$ cat src/common/clock_output_control_defines.vh
// register offsets, field positions, reset values and timing for the output control block
`ifndef CLOCK_OUTPUT_CONTROL_DEFINES_VH
`define CLOCK_OUTPUT_CONTROL_DEFINES_VH

`define OFS_OUTPUT_ENABLE 8'h05
`define OFS_MODE_REF 8'h06
`define OFS_IDENT 8'h07

`define OUTPUT_ENABLE_RESET 8'hDF
`define MODE_REF_RESET 8'h03
`define MODE_REF_WRITE_MASK 8'hB7

`define BIT_DOT_CLOCK_EN 7
`define BIT_CPU_PAIR3_EN 6
`define BIT_SHARED_MODE 5
`define BIT_SHARED_EN 4
`define BIT_FIXED_66_EN_HI 3

`define BIT_TEST_CLOCK 7
`define BIT_FS_TEST 5
`define BIT_SRC_200 4
`define BIT_SPREAD 2
`define BIT_REF1_EN 1
`define BIT_REF0_EN 0

`define SMB_ADDRESS_DEFAULT 7'h50
`define REVISION_CODE_DEFAULT 4'h2
`define VENDOR_CODE_DEFAULT 4'h5

`define CLOCK_PERIOD_NS 10
`define RESTART_MAX_NS 1800000
`define CPU_DRIVE_MAX_NS 300000
`define WAKE_GUARD_CYCLES 4

`endif

$ cat src/hw/power_down_sequencer.v
// power-down entry detection and wake sequencing
`timescale 1ns/10ps
`include "clock_output_control_defines.vh"

module power_down_sequencer #(
  parameter integer restart_cycles = `RESTART_MAX_NS / `CLOCK_PERIOD_NS,
  parameter integer cpu_drive_cycles = `CPU_DRIVE_MAX_NS / `CLOCK_PERIOD_NS
) (
  input wire clock,
  input wire rst,
  input wire power_down_level_n,
  input wire cpu_phase,
  output reg hold_others,
  output reg hold_cpu
);
  localparam [2:0] st_run = 3'b001;
  localparam [2:0] st_stop = 3'b010;
  localparam [2:0] st_wake = 3'b100;
  localparam integer all_release = restart_cycles - `WAKE_GUARD_CYCLES;
  localparam integer cpu_release = cpu_drive_cycles - `WAKE_GUARD_CYCLES;

  reg [2:0] state;
  reg [2:0] next_state;
  reg cpu_phase_prev;
  reg low_seen;
  reg [31:0] wake_count;
  wire comp_rise;

  // the complement leg rises where the true phase falls
  assign comp_rise = cpu_phase_prev & ~cpu_phase;

  always @* begin
    next_state = state;
    case (state)
      st_run: begin
        if (comp_rise & ~power_down_level_n & low_seen) next_state = st_stop;
      end
      st_stop: begin
        if (power_down_level_n) next_state = st_wake;
      end
      st_wake: begin
        if (~power_down_level_n) next_state = st_stop;
        else if (wake_count >= all_release) next_state = st_run;
      end
      default: begin
        next_state = st_run;
      end
    endcase
  end

  always @(posedge clock) begin
    if (rst) begin
      state <= st_run;
      cpu_phase_prev <= 1'b0;
      low_seen <= 1'b0;
      wake_count <= 32'h00000000;
      hold_others <= 1'b0;
      hold_cpu <= 1'b0;
    end else begin
      state <= next_state;
      cpu_phase_prev <= cpu_phase;
      if (state != st_run) low_seen <= 1'b0;
      else if (comp_rise) low_seen <= ~power_down_level_n;
      if (next_state == st_wake) wake_count <= wake_count + 32'h00000001;
      else wake_count <= 32'h00000000;
      hold_others <= (next_state != st_run);
      hold_cpu <= (next_state == st_stop) ||
                  ((next_state == st_wake) && (wake_count < cpu_release));
    end
  end
endmodule // power_down_sequencer

$ cat src/hw/clock_output_control_powerdown.v
// serial-bus controlled output gating and power-down handling for a clock synthesizer
`timescale 1ns/10ps
`include "clock_output_control_defines.vh"
// Operation
// - output_enable_ctrl_b bit 7 enables the dot clock 48 MHz output, resets 1.
// - output_enable_ctrl_b bit 6 enables CPU pair three, else both legs tri-state; resets 1.
// - output_enable_ctrl_b bit 5 picks shared output: 0 is 66 MHz, 1 is 48 MHz video.
// - output_enable_ctrl_b bit 4 enables the shared 66/48 MHz output, resets 1.
// - output_enable_ctrl_b bits 3 to 0 enable the four fixed 66 MHz outputs, reset 1.
// - mode_and_ref_ctrl bit 7 puts all output groups into test clock mode, resets 0.
// - mode_and_ref_ctrl bit 5 sets frequency-select pins to test mode for CPU pairs.
// - mode_and_ref_ctrl bit 4 selects serial reference pair 100 or 200 MHz, resets 0.
// - mode_and_ref_ctrl bit 2 turns spread spectrum on, resets 0.
// - mode_and_ref_ctrl bits 1 and 0 enable reference outputs 1 and 0, reset 1.
// - identification_byte reads fixed revision and vendor codes; writes are ignored.
// - power-down low on two complement rises holds non-CPU outputs low at next fall.
// - in power-down CPU true leg driven high at double current, complement undriven.
// - reference outputs may need more than one cycle to stop low.
// - all clocks stop synchronously, with no glitch or short pulse.
// - after power-down release all outputs restart within 1.8 ms.
// - after release CPU outputs are driven within 300 us.
// - per-pair drive-mode bit: 0 keeps pair driven, 1 tri-states it in power-down.

module clock_output_control_powerdown #(
  parameter integer restart_cycles = `RESTART_MAX_NS / `CLOCK_PERIOD_NS,
  parameter integer cpu_drive_cycles = `CPU_DRIVE_MAX_NS / `CLOCK_PERIOD_NS,
  parameter [6:0] smb_address = `SMB_ADDRESS_DEFAULT,
  parameter [3:0] revision_code = `REVISION_CODE_DEFAULT, // arbitrary value
  parameter [3:0] vendor_code = `VENDOR_CODE_DEFAULT // arbitrary value
) (
  input wire clock,
  input wire rst,
  input wire power_down_n,
  input wire smb_clock,
  input wire smb_data_in,
  output reg smb_data_out,
  output reg smb_data_oe,
  input wire ref_phase,
  input wire fixed_66_phase,
  input wire dot_phase,
  input wire video_48_phase,
  input wire cpu_phase,
  input wire [2:0] cpu_low_pairs_enable,
  input wire [3:0] cpu_pd_tristate,
  output reg [1:0] ref_out,
  output reg [3:0] fixed_66_output,
  output reg shared_66_48_output,
  output reg dot_clock_48,
  output reg [3:0] cpu_true_leg,
  output reg [3:0] cpu_true_oe,
  output reg [3:0] cpu_strong_drive,
  output reg [3:0] cpu_complement_leg,
  output reg [3:0] cpu_complement_oe,
  output reg video_clock_48_mode,
  output reg test_clock_mode,
  output reg fs_test_mode,
  output reg serial_reference_pair_200,
  output reg spread_on,
  output reg pll_stopped
);
  localparam [8:0] sm_idle = 9'h001;
  localparam [8:0] sm_addr = 9'h002;
  localparam [8:0] sm_addr_ack = 9'h004;
  localparam [8:0] sm_cmd = 9'h008;
  localparam [8:0] sm_cmd_ack = 9'h010;
  localparam [8:0] sm_wdata = 9'h020;
  localparam [8:0] sm_wdata_ack = 9'h040;
  localparam [8:0] sm_rdata = 9'h080;
  localparam [8:0] sm_rdata_ack = 9'h100;

  reg [7:0] output_enable_ctrl_b;
  reg [7:0] mode_and_ref_ctrl;
  wire [7:0] identification_byte;

  reg pd_sync1;
  reg pd_sync2;
  reg scl_sync1;
  reg scl_sync2;
  reg scl_prev;
  reg sda_sync1;
  reg sda_sync2;
  reg sda_prev;
  reg [8:0] sm_state;
  reg [2:0] bit_count;
  reg [7:0] shift;
  reg byte_done;
  reg read_mode;
  reg [7:0] command;

  reg [1:0] ref_run;
  reg [3:0] fixed_run;
  reg shared_run;
  reg shared_mode_live;
  reg dot_run;
  reg cpu_hold_live;
  reg [3:0] cpu_en_live;
  integer i;

  wire hold_others;
  wire hold_cpu;
  wire scl_rise;
  wire scl_fall;
  wire bus_start;
  wire bus_stop;
  wire write_strobe;
  wire shared_src;
  wire [7:0] read_now;
  wire [7:0] read_next;

  // register readback by command code
  function [7:0] read_byte;
    input [7:0] idx;
    input [7:0] enables;
    input [7:0] modes;
    input [7:0] ident;
    begin
      case (idx)
        `OFS_OUTPUT_ENABLE: read_byte = enables;
        `OFS_MODE_REF: read_byte = modes;
        `OFS_IDENT: read_byte = ident;
        default: read_byte = 8'h00;
      endcase
    end
  endfunction

  assign identification_byte = {revision_code, vendor_code};
  assign read_now = read_byte(command, output_enable_ctrl_b, mode_and_ref_ctrl,
                              identification_byte);
  assign read_next = read_byte(command + 8'h01, output_enable_ctrl_b, mode_and_ref_ctrl,
                               identification_byte);

  assign scl_rise = scl_sync2 & ~scl_prev;
  assign scl_fall = ~scl_sync2 & scl_prev;
  assign bus_start = scl_sync2 & scl_prev & sda_prev & ~sda_sync2;
  assign bus_stop = scl_sync2 & scl_prev & ~sda_prev & sda_sync2;
  assign write_strobe = (sm_state == sm_wdata) & scl_fall & byte_done;
  assign shared_src = shared_mode_live ? video_48_phase : fixed_66_phase;

  power_down_sequencer #(
    .restart_cycles(restart_cycles),
    .cpu_drive_cycles(cpu_drive_cycles)
  ) u_sequencer (
    .clock(clock),
    .rst(rst),
    .power_down_level_n(pd_sync2),
    .cpu_phase(cpu_phase),
    .hold_others(hold_others),
    .hold_cpu(hold_cpu)
  );

  // pin synchronisers
  always @(posedge clock) begin
    if (rst) begin
      pd_sync1 <= 1'b1;
      pd_sync2 <= 1'b1;
      scl_sync1 <= 1'b1;
      scl_sync2 <= 1'b1;
      scl_prev <= 1'b1;
      sda_sync1 <= 1'b1;
      sda_sync2 <= 1'b1;
      sda_prev <= 1'b1;
    end else begin
      pd_sync1 <= power_down_n;
      pd_sync2 <= pd_sync1;
      scl_sync1 <= smb_clock;
      scl_sync2 <= scl_sync1;
      scl_prev <= scl_sync2;
      sda_sync1 <= smb_data_in;
      sda_sync2 <= sda_sync1;
      sda_prev <= sda_sync2;
    end
  end

  // serial bus slave: byte write and byte read with auto-increment
  always @(posedge clock) begin
    if (rst) begin
      sm_state <= sm_idle;
      bit_count <= 3'h0;
      shift <= 8'h00;
      byte_done <= 1'b0;
      read_mode <= 1'b0;
      command <= 8'h00;
      smb_data_out <= 1'b0;
      smb_data_oe <= 1'b0;
    end else if (bus_start) begin
      sm_state <= sm_addr;
      bit_count <= 3'h0;
      byte_done <= 1'b0;
      smb_data_oe <= 1'b0;
    end else if (bus_stop) begin
      sm_state <= sm_idle;
      byte_done <= 1'b0;
      smb_data_oe <= 1'b0;
    end else begin
      case (sm_state)
        sm_idle: begin
          smb_data_oe <= 1'b0;
        end
        sm_addr, sm_cmd, sm_wdata: begin
          if (scl_rise) begin
            shift <= {shift[6:0], sda_sync2};
            bit_count <= bit_count + 3'h1;
            byte_done <= (bit_count == 3'h7);
          end else if (scl_fall & byte_done) begin
            byte_done <= 1'b0;
            if (sm_state == sm_addr) begin
              if (shift[7:1] == smb_address) begin
                sm_state <= sm_addr_ack;
                read_mode <= shift[0];
                smb_data_oe <= 1'b1;
              end else begin
                sm_state <= sm_idle;
              end
            end else if (sm_state == sm_cmd) begin
              command <= shift;
              sm_state <= sm_cmd_ack;
              smb_data_oe <= 1'b1;
            end else begin
              sm_state <= sm_wdata_ack;
              smb_data_oe <= 1'b1;
            end
          end
        end
        sm_addr_ack: begin
          if (scl_fall) begin
            bit_count <= 3'h0;
            if (read_mode) begin
              shift <= read_now;
              smb_data_oe <= ~read_now[7];
              sm_state <= sm_rdata;
            end else begin
              smb_data_oe <= 1'b0;
              sm_state <= sm_cmd;
            end
          end
        end
        sm_cmd_ack: begin
          if (scl_fall) begin
            bit_count <= 3'h0;
            smb_data_oe <= 1'b0;
            sm_state <= sm_wdata;
          end
        end
        sm_wdata_ack: begin
          if (scl_fall) begin
            bit_count <= 3'h0;
            smb_data_oe <= 1'b0;
            command <= command + 8'h01;
            sm_state <= sm_wdata;
          end
        end
        sm_rdata: begin
          if (scl_fall) begin
            if (bit_count == 3'h7) begin
              smb_data_oe <= 1'b0;
              sm_state <= sm_rdata_ack;
            end else begin
              shift <= {shift[6:0], 1'b0};
              smb_data_oe <= ~shift[6];
              bit_count <= bit_count + 3'h1;
            end
          end
        end
        sm_rdata_ack: begin
          if (scl_rise) begin
            if (sda_sync2) sm_state <= sm_idle;
            else byte_done <= 1'b1;
          end else if (scl_fall & byte_done) begin
            byte_done <= 1'b0;
            bit_count <= 3'h0;
            command <= command + 8'h01;
            shift <= read_next;
            smb_data_oe <= ~read_next[7];
            sm_state <= sm_rdata;
          end
        end
        default: begin
          sm_state <= sm_idle;
          smb_data_oe <= 1'b0;
        end
      endcase
    end
  end

  // control registers
  always @(posedge clock) begin
    if (rst) begin
      output_enable_ctrl_b <= `OUTPUT_ENABLE_RESET;
      mode_and_ref_ctrl <= `MODE_REF_RESET;
    end else if (write_strobe) begin
      if (command == `OFS_OUTPUT_ENABLE) output_enable_ctrl_b <= shift;
      else if (command == `OFS_MODE_REF) mode_and_ref_ctrl <= shift & `MODE_REF_WRITE_MASK;
    end
  end

  // mode levels toward the synthesizer core
  always @(posedge clock) begin
    if (rst) begin
      test_clock_mode <= 1'b0;
      fs_test_mode <= 1'b0;
      serial_reference_pair_200 <= 1'b0;
      spread_on <= 1'b0;
      video_clock_48_mode <= 1'b0;
      pll_stopped <= 1'b0;
    end else begin
      test_clock_mode <= mode_and_ref_ctrl[`BIT_TEST_CLOCK];
      fs_test_mode <= mode_and_ref_ctrl[`BIT_FS_TEST];
      serial_reference_pair_200 <= mode_and_ref_ctrl[`BIT_SRC_200];
      spread_on <= mode_and_ref_ctrl[`BIT_SPREAD];
      video_clock_48_mode <= shared_mode_live;
      pll_stopped <= hold_others;
    end
  end

  // single-ended outputs: gates change only while their source is low
  always @(posedge clock) begin
    if (rst) begin
      ref_run <= 2'b00;
      fixed_run <= 4'h0;
      shared_run <= 1'b0;
      shared_mode_live <= 1'b0;
      dot_run <= 1'b0;
      ref_out <= 2'b00;
      fixed_66_output <= 4'h0;
      shared_66_48_output <= 1'b0;
      dot_clock_48 <= 1'b0;
    end else begin
      if (~ref_phase) begin
        ref_run <= {mode_and_ref_ctrl[`BIT_REF1_EN], mode_and_ref_ctrl[`BIT_REF0_EN]} &
                   {2{~hold_others}};
      end
      if (~fixed_66_phase) begin
        fixed_run <= output_enable_ctrl_b[`BIT_FIXED_66_EN_HI:0] & {4{~hold_others}};
      end
      if (~shared_src) begin
        shared_run <= output_enable_ctrl_b[`BIT_SHARED_EN] & ~hold_others;
      end
      if (~fixed_66_phase & ~video_48_phase) begin
        shared_mode_live <= output_enable_ctrl_b[`BIT_SHARED_MODE];
      end
      if (~dot_phase) begin
        dot_run <= output_enable_ctrl_b[`BIT_DOT_CLOCK_EN] & ~hold_others;
      end
      ref_out <= {2{ref_phase}} & ref_run;
      fixed_66_output <= {4{fixed_66_phase}} & fixed_run;
      shared_66_48_output <= shared_src & shared_run;
      dot_clock_48 <= dot_phase & dot_run;
    end
  end

  // differential CPU pairs: hold and enable change only while the true leg is high
  always @(posedge clock) begin
    if (rst) begin
      cpu_hold_live <= 1'b0;
      cpu_en_live <= 4'h0;
      cpu_true_leg <= 4'h0;
      cpu_true_oe <= 4'h0;
      cpu_strong_drive <= 4'h0;
      cpu_complement_leg <= 4'h0;
      cpu_complement_oe <= 4'h0;
    end else begin
      if (cpu_phase) begin
        cpu_hold_live <= hold_cpu;
        cpu_en_live <= {output_enable_ctrl_b[`BIT_CPU_PAIR3_EN], cpu_low_pairs_enable};
      end
      for (i = 0; i < 4; i = i + 1) begin
        if (cpu_hold_live) begin
          cpu_true_leg[i] <= 1'b1;
          cpu_true_oe[i] <= cpu_en_live[i] & ~cpu_pd_tristate[i];
          cpu_strong_drive[i] <= cpu_en_live[i] & ~cpu_pd_tristate[i];
          cpu_complement_leg[i] <= 1'b0;
          cpu_complement_oe[i] <= 1'b0;
        end else begin
          cpu_true_leg[i] <= cpu_phase;
          cpu_true_oe[i] <= cpu_en_live[i];
          cpu_strong_drive[i] <= 1'b0;
          cpu_complement_leg[i] <= ~cpu_phase;
          cpu_complement_oe[i] <= cpu_en_live[i];
        end
      end
    end
  end
endmodule // clock_output_control_powerdown

$ cat config.mk
export PLATFORM = sky130hd
export DESIGN_NAME = clock_output_control_powerdown
export DESIGN_NICKNAME = d
export VERILOG_FILES = /design/src/hw/power_down_sequencer.v /design/src/hw/clock_output_control_powerdown.v
export VERILOG_INCLUDE_DIRS = /design/src /design/src/common
export SDC_FILE = /design/constraint.sdc
export NUM_CORES = 1
export LEC_CHECK = 0
export BUFFER_PORTS_ARGS = -buffer_cell sky130_fd_sc_hd__buf_2
export CAP_MARGIN = 20
export CORE_ASPECT_RATIO = 0.8
export CORE_MARGIN = 2
export CORE_UTILIZATION = 46
export CTS_CLUSTER_DIAMETER = 80
export DETAILED_ROUTE_END_ITERATION = 16
export GPL_TIMING_DRIVEN = 0
export PLACE_DENSITY = 0.62
export SYNTH_ARGS = -nofsm -noshare
export SYNTH_HDL_FRONTEND = slang
export SYNTH_SLANG_ARGS = --single-unit
$ cat constraint.sdc
create_clock -name clock -period 3.7 [get_ports clock]
set_input_delay 1.11 -clock clock [delete_from_list [all_inputs] [get_ports clock]]
set_output_delay 1.11 -clock clock [all_outputs]
set_load 0.01 [all_outputs]
==> out/results.ini <==
[clock_network]
clkTransAtPathRegs_ps = 60
cts_tree = yes
cts_hold_buf = 0
cts-resized-gates = 0
cts_num_sinks = 134
ctsLongestPathBuffers = 2
cts_root_buf = clkbuf_16
clock_latency_ps = 430
cts-buffers-inserted = 17
cts_max_level = 4
post_cts_buffers = 0

[setup_path]
worstRegToRegCells = 7
path_max_fanout = 10
worstPathArrival_ps = 2800
startpoint_type = input pin
ff2ff_setup_slack_ps = 1250
crit_path_end_kind = register
worst-setup-path-type = input pin to register
rr_endpoint = mode_and_ref_ctrl[7]
rr_startpoint = command[0]
cp_data_required_time_ps = 3990

[timing]
fin_tns_setup_ps = 0
finalSetupViolations = 0
worst_pin_slew_ps = 796.9
maxSlewHeadroom = 0.4652
rsz0062_at_grt = no
fmax_ghz = 0.3989
slew_viol_final = 0
finalCritPeriodShare = 0.6775
hold_ws_ps = 407.2
clock_skew_ps = 8.414
min_period_ps = 2507
hold_viol = 0

[route]
drt_iter0_markers = 490
dr.pass1.iters = 5
wl_mm = 17.39
routed_via_density = 5.728
detail_route.wl_per_cell_um = 17.23
drc_errors = 0
postRouteAntennaNets = 0
vias = 5780

[finish]
layout.cells.most_common = dfxtp_1
fill_cells = 1266
diodes = 0
area_growth_pct = 16.17
num-nets-final = 841
design_area_um2 = 7606
fin_cells = 1009
final_cell_mix = dfxtp_1 (134), nor2_1 (97), nand2_1 (66), buf_2 (54), a21oi_1 (33)
drive_gt1_frac = 0.1689

[power_and_ir_drop]
p_sw_mw = 0.7553
sw_frac_of_total = 0.2302
p_leak_nw = 2.821
clock_power_share = 0.511
power_density_nw_per_um2 = 431.5
combinationalPowerShare = 0.040
total_power_mw = 3.282
seqPwrFrac = 0.449
internal_power_mw = 2.526
ir_drop_mv = 0.3421

[global_routing]
grt_pass1_wl_mm = 28.50
antenna_found_initial = 0
grt_max_degree = 17
grt_overflow = 0
grt_pass1_vias = 5464
track_usage = 0.2386

[min_path]
min_to = sda_sync2
min_from = sda_sync1
hold_path_class = register to register
hold_path_depth = 1

[yosys]
yosysUniqueCellTypes = 83
avgSynthCellArea_um2 = 8.753
synth-async-reset-ratio = 0
synth-seq-cells = 134
yosysWarnings = 0
synth_edf_count = 0
syn_nets = 773
seq_area_frac_synth = 0.4097
synthCells = 748
synth_flop_cell = dfxtp_1
syn-cell-area_um2 = 6548

[placed_design]
place_inst = 977
portBuffers = 49
placed_cell_area_um2 = 7018
gp_congestion = 0.9358
dp_hpwl_mm = 12.46

[die]
rows = 38
core_area_um2 = 13740
die_w_um = 137.4
fp.dieH_um = 110.7
start_util = 0.4765
io_pins = 53
die_area_um2 = 15210

[status]
status = finished clean

[job]
drv.max_cap_violation_count = 0

-- worst max-delay path: stages --
cell and delay, ps:
buf_2 180, clkinv_1 280, nand3_1 190, or3_1 120, nor3_1 40, nor2_1 370
clkbuf_1 410, nor2_1 100
-- flip-flops by register name, indices dropped and copies added (netlist names), 6 cells and up --
register and flops:
u_sequencer.wake_count 32, sm_state 9, command 8, output_enable_ctrl_b 8, shift 8, mode_and_ref_ctrl 6
-- cells in the mapped netlist (11+ instances only) --
cell,instances,area share
dfxtp_1,134,0.41
nor2_1,97,0.056
and3_1,12,0.011
nor4_1,11,0.011
a21oi_1,33,0.025
xnor2_1,14,0.019
mux2i_1,23,0.035
o21ai_0,16,0.012
a211oi_1,11,0.013
nor3_1,22,0.017
nor2b_1,17,0.016
nand3_1,23,0.018
xor2_1,20,0.027
inv_1,19,0.011
clkbuf_1,19,0.011
nand2_1,66,0.038
nand4_1,15,0.014
-- power groups by stage --
stage	Sequential, mW	Clock (mW)	Combinational, mW
3_5_place_dp	1.51	0	0.129
6_report	1.47	1.68	0.130
4_1_cts	1.47	1.71	0.129
2_1_floorplan	1.51	0	0.0768
3_3_place_gp	1.50	0	0.128
5_1_grt	1.48	1.79	0.142
-- cell families after synthesis --
group	synth area share
simple gates	0.2798
compound gates	0.1609
flops	0.4097
buf+inv	0.05312
xor+xnor	0.04548
mux	0.03516
fa+ha+maj	0.01529
other cells	0.0005727
-- layout make-up --
cell class	count	area, um^2	share of cell area
Timing Repair Buffer	49	245.2	0.03224
Clock buffer	18	439.2	0.05774
Sequential cell	134	2683	0.3527
Clock inverter	14	148.9	0.01958
Tap cell	180	225.2	0.02961
Buffer	47	272.8	0.03586
Multi-Input combinational cell	547	3517	0.4624
Inverter	20	75.07	0.009870
-- through the flow --
| stage | setup slack [ps] | util |
|---|---|---|
| 6_report | 1193 | 0.5535 |
| 5_1_grt | 1072 | 0.5535 |
| 4_1_cts | 1181 | 0.5535 |
| 3_5_place_dp | 746.6 | 0.5107 |
| 3_3_place_gp | 767.3 | 0.5107 |
| 2_1_floorplan | 1102 | - |
-- metal layers --
layer / vias to the layer above / part of all wire / GRT usage / wire length (um)
met5: - / 0 / 0 / 0
met4: 0 / 0.013 / 0.06942 / 233
met3: 21 / 0.072 / 0.06676 / 1256
met2: 190 / 0.43 / 0.3489 / 7477
met1: 2743 / 0.48 / 0.3406 / 8423
li1: 2826 / - / - / -
-- worst max-delay path by stage --
| stage | from | endpoint | cells after the start |
|---|---|---|---|
| 6_report | rst | u_sequencer.wake_count[12] | 8 |
| 5_1_grt | rst | u_sequencer.wake_count[6] | 8 |
| 4_1_cts | rst | u_sequencer.wake_count[12] | 8 |
| 3_5_place_dp | rst | u_sequencer.wake_count[28] | 8 |
| 3_3_place_gp | rst | u_sequencer.wake_count[23] | 8 |
| 2_1_floorplan | cpu_phase | u_sequencer.state[0] | 7 |
Note: power is estimated with default switching activity, not from simulation.
